==> src/design/rimx_pkg.sv <==
// Operation
// RULE1: opcode 0010_11dr_rrrr decrements register into destination, flags untouched.
// RULE2: decremented zero skips next instruction, pc plus two over two cycles.
// RULE3: five-bit register number and destination bit; clear means working register.
// RULE4: opcode 0010_10dr_rrrr increments into destination, updates zero flag, pc plus one.
// RULE5: opcode 0011_11dr_rrrr increments into destination, flags untouched.
// RULE6: incremented zero skips next instruction, pc plus two over two cycles.
// RULE7: opcode 0010_00dr_rrrr copies register to destination, pc plus one.
// RULE8: register copy updates zero flag; self copy keeps contents.
// RULE9: opcode 0000_001r_rrrr stores working register into register, flags untouched.
// RULE10: opcode 1100_vvvv_vvvv loads immediate into working register, flags untouched.
// RULE11: opcode 0000_0000_0vvv writes working register to port control 5, 6 or 7.
// RULE12: after port control write, pc advances by one.
// RULE13: skipped instruction is discarded with no side effects.
package rimx_pkg;
	localparam int DATA_W  = 8;
	localparam int INSTR_W = 12;
	localparam int PC_W    = 11;
	localparam int REG_N   = 32;
	localparam int RNUM_W  = 5;
	// opcode field positions
	localparam int DEST_BIT  = 5;
	localparam int RNUM_LSB  = 0;
	localparam int TOP6_LSB  = 6;
	localparam int TOP4_LSB  = 8;
	localparam int PSEL_W    = 3;
	// opcode patterns
	localparam logic [5:0] OP_DEC_SKIP = 6'h0b; // 0010_11
	localparam logic [5:0] OP_INC      = 6'h0a; // 0010_10
	localparam logic [5:0] OP_INC_SKIP = 6'h0f; // 0011_11
	localparam logic [5:0] OP_COPY     = 6'h08; // 0010_00
	localparam logic [6:0] OP_STORE    = 7'h01; // 0000_001
	localparam logic [3:0] OP_LOADI    = 4'hc;  // 1100
	localparam logic [8:0] OP_PORTW    = 9'h000; // 0000_0000_0
	localparam logic [2:0] PSEL_FIRST  = 3'h5;
	localparam logic [2:0] PSEL_SECOND = 3'h6;
	localparam logic [2:0] PSEL_THIRD  = 3'h7;
	localparam logic [DATA_W-1:0] DATA_ZERO = 8'h00;
	localparam logic [DATA_W-1:0] DATA_ONE  = 8'h01;
	localparam logic [PC_W-1:0]   PC_STEP   = 11'h001;
	localparam logic [PC_W-1:0]   PC_RESET  = 11'h000;

	typedef enum logic [1:0] {
		RIMX_EXEC = 2'b01,
		RIMX_SKIP = 2'b10
	} rimx_state_e;
endpackage : rimx_pkg

==> src/design/rimx_decode.sv <==
`timescale 1ns/100ps
`default_nettype none
// ------------------------------------------------
// combinational op-code decoder
// ------------------------------------------------
module rimx_decode
	import rimx_pkg::*;
(
	input  wire logic [INSTR_W-1:0] instr_in,
	output logic                    dec_skip_out,
	output logic                    inc_out,
	output logic                    inc_skip_out,
	output logic                    copy_out,
	output logic                    store_out,
	output logic                    loadi_out,
	output logic                    portw_out,
	output logic                    dest_reg_out,
	output logic [RNUM_W-1:0]       rnum_out
);
	// field matching
	always_comb begin
		dec_skip_out = instr_in[INSTR_W-1:TOP6_LSB] == OP_DEC_SKIP; // RULE1
		inc_out      = instr_in[INSTR_W-1:TOP6_LSB] == OP_INC;      // RULE4
		inc_skip_out = instr_in[INSTR_W-1:TOP6_LSB] == OP_INC_SKIP; // RULE5
		copy_out     = instr_in[INSTR_W-1:TOP6_LSB] == OP_COPY;     // RULE7
		store_out    = instr_in[INSTR_W-1:DEST_BIT] == OP_STORE;    // RULE9
		loadi_out    = instr_in[INSTR_W-1:TOP4_LSB] == OP_LOADI;    // RULE10
		portw_out    = instr_in[INSTR_W-1:PSEL_W] == OP_PORTW;      // RULE11
		dest_reg_out = instr_in[DEST_BIT];                          // RULE3
		rnum_out     = instr_in[RNUM_LSB +: RNUM_W];                // RULE3
	end
endmodule : rimx_decode
`default_nettype wire

==> src/design/rimx_exec.sv <==
`timescale 1ns/100ps
`default_nettype none
module rimx_exec
	import rimx_pkg::*;
(
	input  wire logic                 clk_sys_in,
	input  wire logic                 rst_b_in,
	input  wire logic                 clk_en_in,
	input  wire logic [INSTR_W-1:0]   instr_in,
	output logic      [PC_W-1:0]      pc_out,
	output logic      [DATA_W-1:0]    working_register_out,
	output logic                      zero_flag_out,
	output logic                      skip_cycle_out,
	output logic      [DATA_W-1:0]    port_control_first_out,
	output logic      [DATA_W-1:0]    port_control_second_out,
	output logic      [DATA_W-1:0]    port_control_third_out,
	output logic      [DATA_W-1:0]    reg_rd_out
);
	import rimx_pkg::*;

	// ------------------------------------------------
	// helpers
	// ------------------------------------------------
	// zero test shared by flag update and skip decision
	function automatic logic rimx_is_zero(
		input logic [DATA_W-1:0] val
	);
		rimx_is_zero = (val == DATA_ZERO);
	endfunction : rimx_is_zero

	// sequential program counter advance, wraps at the top
	function automatic logic [PC_W-1:0] rimx_step_pc(
		input logic [PC_W-1:0] pc
	);
		rimx_step_pc = pc + PC_STEP;
	endfunction : rimx_step_pc

	// port control slot match for one select code
	function automatic logic rimx_psel_hit(
		input logic [PSEL_W-1:0] sel,
		input logic [PSEL_W-1:0] code
	);
		rimx_psel_hit = (sel == code);
	endfunction : rimx_psel_hit

	// ------------------------------------------------
	// state
	// ------------------------------------------------
	// whole core state in one packed word
	// register file is local, no special entries
	// enable low holds every field, skip cycle included
	typedef struct packed {
		rimx_state_e                  state;
		logic [PC_W-1:0]              pc;
		logic [DATA_W-1:0]            work;
		logic                         zero;
		logic [2:0][DATA_W-1:0]       portc;
		logic [REG_N-1:0][DATA_W-1:0] rf;
	} rimx_state_s;

	rimx_state_s st_reg;
	rimx_state_s st_next;

	logic              d_dec_skip;
	logic              d_inc;
	logic              d_inc_skip;
	logic              d_copy;
	logic              d_store;
	logic              d_loadi;
	logic              d_portw;
	logic              d_dest_reg;
	logic [RNUM_W-1:0] d_rnum;

	// ------------------------------------------------
	// decode
	// ------------------------------------------------
	rimx_decode u_decode (
		.instr_in     (instr_in),
		.dec_skip_out (d_dec_skip),
		.inc_out      (d_inc),
		.inc_skip_out (d_inc_skip),
		.copy_out     (d_copy),
		.store_out    (d_store),
		.loadi_out    (d_loadi),
		.portw_out    (d_portw),
		.dest_reg_out (d_dest_reg),
		.rnum_out     (d_rnum)
	);

	// ------------------------------------------------
	// execute
	// ------------------------------------------------
	// next-state computation for one cycle
	always_comb begin
		logic [DATA_W-1:0] src;
		logic [DATA_W-1:0] res;
		logic              wr;
		logic [PSEL_W-1:0] psel;
		src     = DATA_ZERO;
		res     = DATA_ZERO;
		wr      = 1'b0;
		psel    = instr_in[PSEL_W-1:0];
		st_next = st_reg;
		// operand read from the addressed entry, even when unused
		src = st_reg.rf[d_rnum];
		case (st_reg.state)
			RIMX_SKIP: begin
				// fetched word discarded, only pc and state move
				// no register, flag or port may change here
				st_next.pc    = rimx_step_pc(st_reg.pc); // RULE13
				st_next.state = RIMX_EXEC;               // RULE13
			end
			RIMX_EXEC: begin
				// every executed word moves on by one, skips add a cycle
				st_next.pc = rimx_step_pc(st_reg.pc); // RULE12
				if (d_dec_skip) begin
					// count down, flags untouched, skip on zero result
					res = src - DATA_ONE; // RULE1
					wr  = 1'b1;
					if (rimx_is_zero(res)) begin
						st_next.state = RIMX_SKIP; // RULE2
					end
				end else if (d_inc || d_inc_skip) begin
					// both count-up forms share the adder
					res = src + DATA_ONE; // RULE5
					wr  = 1'b1;
					if (d_inc) begin
						// plain increment reports zero, never skips
						st_next.zero = rimx_is_zero(res); // RULE4
					end else if (rimx_is_zero(res)) begin
						// skip form leaves the flag alone
						st_next.state = RIMX_SKIP; // RULE6
					end
				end else if (d_copy) begin
					// self copy rewrites the same value, only the flag moves
					res          = src; // RULE7
					wr           = 1'b1;
					st_next.zero = rimx_is_zero(res); // RULE8
				end else if (d_store) begin
					// working value into the file, flags untouched
					st_next.rf[d_rnum] = st_reg.work; // RULE9
				end else if (d_loadi) begin
					// immediate lands in the working register only
					st_next.work = instr_in[DATA_W-1:0]; // RULE10
				end else if (d_portw) begin
					// select codes outside the three slots do nothing
					if (rimx_psel_hit(psel, PSEL_FIRST)) begin
						st_next.portc[0] = st_reg.work; // RULE11
					end else if (rimx_psel_hit(psel, PSEL_SECOND)) begin
						st_next.portc[1] = st_reg.work; // RULE11
					end else if (rimx_psel_hit(psel, PSEL_THIRD)) begin
						st_next.portc[2] = st_reg.work; // RULE11
					end
				end
				// destination select for the read-modify-write forms
				if (wr) begin
					if (d_dest_reg) begin
						st_next.rf[d_rnum] = res; // RULE3
					end else begin
						st_next.work = res; // RULE3
					end
				end
			end
			default: begin
				// illegal state code recovers to normal execution
				st_next.state = RIMX_EXEC;
			end
		endcase
	end

	// ------------------------------------------------
	// registers
	// ------------------------------------------------
	// state register with enable
	// reset wins over a low enable, so one edge always clears
	// a low enable freezes a pending skip as well
	always_ff @(posedge clk_sys_in) begin
		if (!rst_b_in) begin
			st_reg       <= '0;
			st_reg.state <= RIMX_EXEC;
			st_reg.pc    <= PC_RESET;
		end else if (clk_en_in) begin
			st_reg <= st_next;
		end
	end

	// ------------------------------------------------
	// outputs
	// ------------------------------------------------
	// outputs from state, all but the read port and the skip flag straight from flip-flops
	// read port follows the register field of the current word
	assign pc_out                  = st_reg.pc;
	assign working_register_out    = st_reg.work;
	assign zero_flag_out           = st_reg.zero;
	assign skip_cycle_out          = st_reg.state == RIMX_SKIP;
	assign port_control_first_out  = st_reg.portc[0];
	assign port_control_second_out = st_reg.portc[1];
	assign port_control_third_out  = st_reg.portc[2];
	assign reg_rd_out              = st_reg.rf[d_rnum];
endmodule : rimx_exec
`default_nettype wire

==> config.mk <==
export PLATFORM = sky130hd
export DESIGN_NAME = rimx_exec
export DESIGN_NICKNAME = d
export VERILOG_FILES = /design/src/design/rimx_pkg.sv /design/src/design/rimx_decode.sv /design/src/design/rimx_exec.sv
export SDC_FILE = /design/constraint.sdc
export NUM_CORES = 1
export LEC_CHECK = 0
export BUFFER_PORTS_ARGS = -buffer_cell sky130_fd_sc_hd__buf_2
export CORE_ASPECT_RATIO = 1.5
export CORE_MARGIN = 3
export CORE_UTILIZATION = 51
export DETAILED_ROUTE_END_ITERATION = 8
export GPL_TIMING_DRIVEN = 0
export PLACE_DENSITY = 0.68
export SETUP_SLACK_MARGIN = 0.5
export SYNTH_ARGS = -nofsm -noshare
export SYNTH_HDL_FRONTEND = slang
export SYNTH_HIERARCHICAL = 1
export SYNTH_SLANG_ARGS = --single-unit
==> constraint.sdc <==
create_clock -name clk_sys_in -period 4.14 [get_ports clk_sys_in]
set_clock_uncertainty 0.15 [all_clocks]
set_input_delay 0.207 -clock clk_sys_in [delete_from_list [all_inputs] [get_ports clk_sys_in]]
set_output_delay 0.207 -clock clk_sys_in [all_outputs]
set_load 0.02 [all_outputs]
### Yosys cells after proc, flatten, opt, wreduce, memory -nomap -nowiden

Cells that the tools add are included.

* add/sub/neg operators: 3
* order comparisons: 2
* eq/ne operators: 28
* muxes and demuxes: 44
* reduce and logical (&&, ||, !) cells: 14

Operators with widths (number)
* $mux 256: 3
* $mux 289: 2
* $mux 280: 2
* $bwmux 256: 2
* $mux 8: 16
* $mux 24: 3
* $bmux 8 s5: 1
* $demux 8 s5: 1
* $eq 6x4->1 const B: 4
* $logic_not 8->1: 3
* $ne 2x2->1 const B: 11
* $ne 3x3->1 const B: 6
* $mux 16: 1
* $mux 2: 6
* $add 11x1->11 const B: 1
* $reduce_and 11->1: 1
* $reduce_and 10->1: 1
* $reduce_and 5->1: 2
* $eq 3x3->1 const B: 3
* $logic_not 9->1: 1
* $reduce_and 9->1: 1
* $add 8x1->8 const B: 1
* $sub 8x1->8 const B: 1
* $eq 7x1->1 const B: 1
* other kinds (10): 17

* bits in registers: 302
* input bits: 15
* output and inout bits: 53
* logic and storage cells: 130

### Depth between registers and ports, before layout

* depth after elaboration: 14
* depth in mapped cells: 17
* gate-level depth less buffers: 12

### Cells and area by module

The synthesis kept the hierarchy.

Modules (own cells, without submodules)
* rimx_exec: times used 1, cells each 1790, area an instance 15816.4 um^2, seq. area each 6045.8 um^2
* rimx_decode: times used 1, cells each 19, area an instance 132.6 um^2, seq. area each 0.0 um^2

### Worst setup path after synthesis

OpenSTA, ideal clock, no wires.

* kind: input to register
* from: input port instr_in[11]
* to: register st_reg[30] (netlist bit)
* library setup time: 0.074 ns
* data arrival time: 3.010 ns
* data required time: 3.916 ns
* setup slack: 0.906 ns
* stages: 12
* path buffers: 1
* cell sequence: or4b_4 > nor3b_2 > or2_1 > clkbuf_1 > nor2_1 > nand2_1 > nand2_1 > nor2_1 > nor2_1 > nor3_1 > o221ai_1 > a31oi_1

* elaborated cells on any way between the ends: 22
* classes of those cells: eq/ne: 5; mux: 16; reduce/logical: 1

RTL lines
* from (decl): RTL line rimx_exec.sv:9 `input wire logic [INSTR_W-1:0] instr_in,`
* $eq 6x4->1 (*): RTL line rimx_decode.sv:23 `inc_out = instr_in[INSTR_W-1:TOP6_LSB] == OP_INC;`
* via d_inc: RTL line rimx_exec.sv:65 `logic d_inc;`
* $logic_or 1x1->1 (*): RTL line rimx_exec.sv:123 `end else if (d_inc || d_inc_skip) begin`
* $mux 280 or $mux 8 (tied branches): RTL line rimx_exec.sv:123
* $mux 289 or $mux 8 (tied branches): RTL line rimx_exec.sv:116 `if (d_dec_skip) begin`
* $mux 289 or $mux 8 (tied branches): RTL line rimx_exec.sv:106 `case (st_reg.state)`
* $bwmux 256: RTL line rimx_exec.sv:158 `st_next.rf[d_rnum] = res;`
* $mux 256: RTL line rimx_exec.sv:157 `if (d_dest_reg) begin`
* $mux 256 (*): RTL line rimx_exec.sv:156 `if (wr) begin`
* to (signal assigned): RTL line rimx_exec.sv:183 `st_reg <= st_next;`
* to (decl): RTL line rimx_exec.sv:61 `rimx_state_s st_reg;`

Mark *: on every way through the listed nets, which the timed path passes. The rest lies on a longest branch. The select of a mux whose other input is x is not followed.
A chain may end at the register's enable or synchronous reset.

### Final worst setup path

* from: input port instr_in[1]
* to: register st_reg[76] (netlist bit)

* cells in the longest elaborated chain, start to end: 13
* elaborated cells on any way between the ends: 22
* classes of those cells: add/sub: 2; order compare: 2; mux: 17; reduce/logical: 1

RTL lines
* $lt 5x6->1 (implied by the code) or $ge 5x1->1 (tied branches): RTL line rimx_exec.sv:141, rimx_exec.sv:158
* $logic_and 1x1->1 (implied by the code): RTL line rimx_exec.sv:141, rimx_exec.sv:158
* $mux 8 (implied by the code): RTL line rimx_exec.sv:141, rimx_exec.sv:158
* $demux 8 s5: RTL line rimx_exec.sv:141, rimx_exec.sv:158
* $bwmux 256: RTL line rimx_exec.sv:141 `st_next.rf[d_rnum] = st_reg.work;`
* $mux 256: RTL line rimx_exec.sv:139 `end else if (d_store) begin`
* $mux 280: RTL line rimx_exec.sv:134 `end else if (d_copy) begin`
* $mux 280: RTL line rimx_exec.sv:123
* $mux 289: RTL line rimx_exec.sv:116
* $mux 289: RTL line rimx_exec.sv:106
* $bwmux 256: RTL line rimx_exec.sv:158
* $mux 256: RTL line rimx_exec.sv:157
* $mux 256 (*): RTL line rimx_exec.sv:156

Mark *: on every way between the ends. The rest lies on a longest branch, timed or not. The select of a mux whose other input is x is not followed.

==> qor.yml <==
cts:
  cts_tree: "yes"
  numCtsBuffers: 30
  root_buffer: "clkbuf_16"
  cts_max_path_buffers: 3
  clk_pin_slew_ns: 0.07
  cts_sinks: 302
  worstSkewPairLatency_ns: 0.60
  h-tree-depth: 1
drt:
  drc: 0
  drt_iter0_drc: 2062
  wl_per_cell_um: 30.8
  wirelength_um: 73000
  first_pass_iters: 7
  drtAntennaViolNets: 0
  avgViaCountPerCell: 7.14
  via_count: 16900
layout:
  drive_above_1_share: 0.208
  stdcell_count: 2372
  area_delta_synth_final_pct: 16.4
  layout.nets: 1974
  largest_reg_flops: 258
  antenna_cells: 0
global_route:
  antenna_found_initial: 1
  overflow: 0
  grt_usage: 0.417
  grt_start_max_net_pins: 15
  first_global_vias: 16100
  grt_pass1_wl_um: 104000
power_and_ir_drop:
  ir_worst_vdd_mv: 0.332
  cellLeakagePower_nw: 7.04
  power.density_nw_per_um2: 337
floorplanning:
  die_x_um: 150
  die_height_um: 223
  fp.dieArea_um2: 33500
  coreArea_um2: 30500
  io_pins: 68
  std_cell_rows: 78
  start_util: 0.522
logic_synthesis:
  ys.flop_type: "dfxtp_1"
  syn_area_um2: 15900
  synth_seq_area_share: 0.379
  synthCells: 1809
  syn-num-nets: 1831
  synth_edf_count: 0
  async_flop_share: 0
  synth_seq_cells: 302
  syn_avg_cell_area_um2: 8.82
  yosys_warnings: 6
  synth_cell_types: 68
worst_setup_path:
  reg2reg_slack_ns: 0.56
  reg2reg_to: "st_reg[76]$_SDFFE_PN0P_"
  critPathLaunchType: "input pin"
  cp.required_ns: 4.51
  arrival_ns: 4.08
  r2r-start: "st_reg[184]$_SDFFE_PN0P_"
  crit_type: "in -> reg"
  cp_max_fo: 10
  reg2reg_depth: 14
  end_kind: "register"
timing:
  hold_viol_final: 0
  max_slew_margin: 0.0432
  drv_slew: 0
  grt_setup_unrepaired: "yes"
  finalWorstSetupSlack_ns: 0.423
  setup_viol: 0
  tns_ns: 0
  fin_crit_ns: 3.72
  timing.final.crit_share: 0.898
  tightest_slew_ns: 1.43
  max_freq_ghz: 0.269
run:
  maxCapViolations: 0
placement:
  finalWeightedCongestion: 1.09
  place_inst: 2277
  hpwl_um: 51000
  io_buffers: 66
  dp_slack_ns: -1.00
min_path:
  hp-class: "in -> reg"
  min_to: "st_reg[61]$_SDFFE_PN0P_"
  hold_depth: 3
  min_from: "rst_b_in"
status:
  outcome: "finished clean"
-- stage by stage --
step	hold WS, ns	util	power (mW)	instance area [um^2]
finish	0.0368	0.608	6.25	18600
CTS	0.0499	0.596	6.20	18200
global route	0.0718	0.608	6.35	18600
detailed placement	0.338	0.550	3.47	16800
floorplan	0.223	-	3.27	15900
global placement	0.330	0.549	3.47	16800
-- cell families after synthesis --
logic type               count (synthesis)  share of synthesized area
AO/OA/AOI/OAI                          781                      0.317
XOR/XNOR                                13                    0.00714
adder cells (fa/ha/maj)                  7                    0.00549
buffers and inverters                  214                     0.0739
flip-flops                             302                      0.379
multiplexers                           155                     0.0973
AND/OR/NAND/NOR                        337                      0.120
-- cell usage in the layout (no fill, tap or decap), drive strengths merged, types with 80 or more instances in the layout --
cell,netlist,routed
clkbuf,99,142
buf,108,210
o22ai,198,198
dfxtp,302,302
nand2,106,106
o21ai,141,141
mux2i,155,155
nor2,80,80
a21oi,249,249
o221ai,131,131
-- cell type report --
class                      instances  area (um^2)
multi-input combinational       1293         9080
fill                            2776        12000
buffer                           207         1230
clock buffer                      43          861
tap                              400          500
inverter                           7         26.3
timing repair buffer             111          713
clock inverter                     9          100
sequential                       302         6050
-- critical path: stages --
cell and delay, ns:
buf_2 0.14, buf_4 0.12, buf_6 0.19, buf_6 0.27, mux2i_1 0.61, o22ai_1 0.21
nor4_2 0.34, nand2_4 0.17, ha_1 0.29, nand2_1 0.09, a21oi_1 0.06, o21ai_0 0.28
o311ai_2 0.18, o311ai_4 0.11, buf_4 0.25, buf_2 0.25, o22ai_1 0.10, a21oi_1 0.19
-- synthesized netlist by cell type, types with 4 or more instances --
cell type  count  area (um^2)
nand2_1       99          372
and2_1        20          125
o22ai_2        6         75.1
nor4_2         7         87.6
buf_2         30          150
or2_2          4         25.0
nor2b_1       30          188
a211oi_1       4         30.0
o22ai_1      192         1200
and3_1         6         37.5
clkbuf_1      99          372
o21ai_0      139          696
nor3_1        12         60.1
a21boi_0       4         30.0
buf_1          8         30.0
nor2_1        79          297
buf_4         50          375
dfxtp_1      302         6050
a21oi_1      189          946
nand4bb_1      6         67.6
o221ai_1     131         1150
nand2b_1       8         50.1
xnor2_1       10         87.6
nor4_1         8         50.1
a21oi_2       60          526
nor4_4         5          106
nand4_1        6         37.5
nand3_1        9         45.0
a31oi_1       36          225
nand2_4        5         56.3
ha_1           7         87.6
or3_1          5         31.3
buf_6         20          225
mux2i_1      155         1550
inv_1          7         26.3
-- routing by layer --
layer	routed length, um	global-route usage	vias up
met5	16	0	-
met4	8130	0.359	2
met3	8360	0.102	432
met2	31400	0.630	1305
met1	25100	0.486	7986
li1	-	-	7208
-- how the worst max path moves through the flow --
stage	slack [ns]	startpoint	cells past startpoint	endpoint
2_1_floorplan	0.91	instr_in[11]	12	st_reg[30]$_SDFFE_PN0P_
3_3_place_gp	-1.37	instr_in[11]	13	st_reg[63]$_SDFFE_PN0P_
3_5_place_dp	-1.00	instr_in[1]	14	working_register_out[1]$_SDFFE_PN0P_
4_1_cts	0.50	instr_in[1]	16	working_register_out[1]$_SDFFE_PN0P_
5_1_grt	0.45	instr_in[1]	19	st_reg[68]$_SDFFE_PN0P_
6_report	0.42	instr_in[1]	18	st_reg[76]$_SDFFE_PN0P_
-- where the power goes --
| group | leakage [nW] | total [mW] | internal (mW) | switching, mW |
|---|---|---|---|---|
| sequential | 2.43 | 2.92 | 2.91 | 0.00660 |
| combinational | 4.14 | 0.550 | 0.148 | 0.402 |
| clock | 0.468 | 2.78 | 1.56 | 1.23 |
-- timing repair --
| item | in CTS | in global routing |
|---|---|---|
| gates resized for setup | 59 | 51 |
| pin swaps | 6 | 6 |
| gates cloned | 0 | 2 |
| endpoints found under the hold margin | 10 | 0 |
| buffers inserted | 13 | 19 |
| hold buffers | 9 | 0 |
| endpoints found under the setup margin | 258 | 258 |
Power figures use the tool's default switching activity.
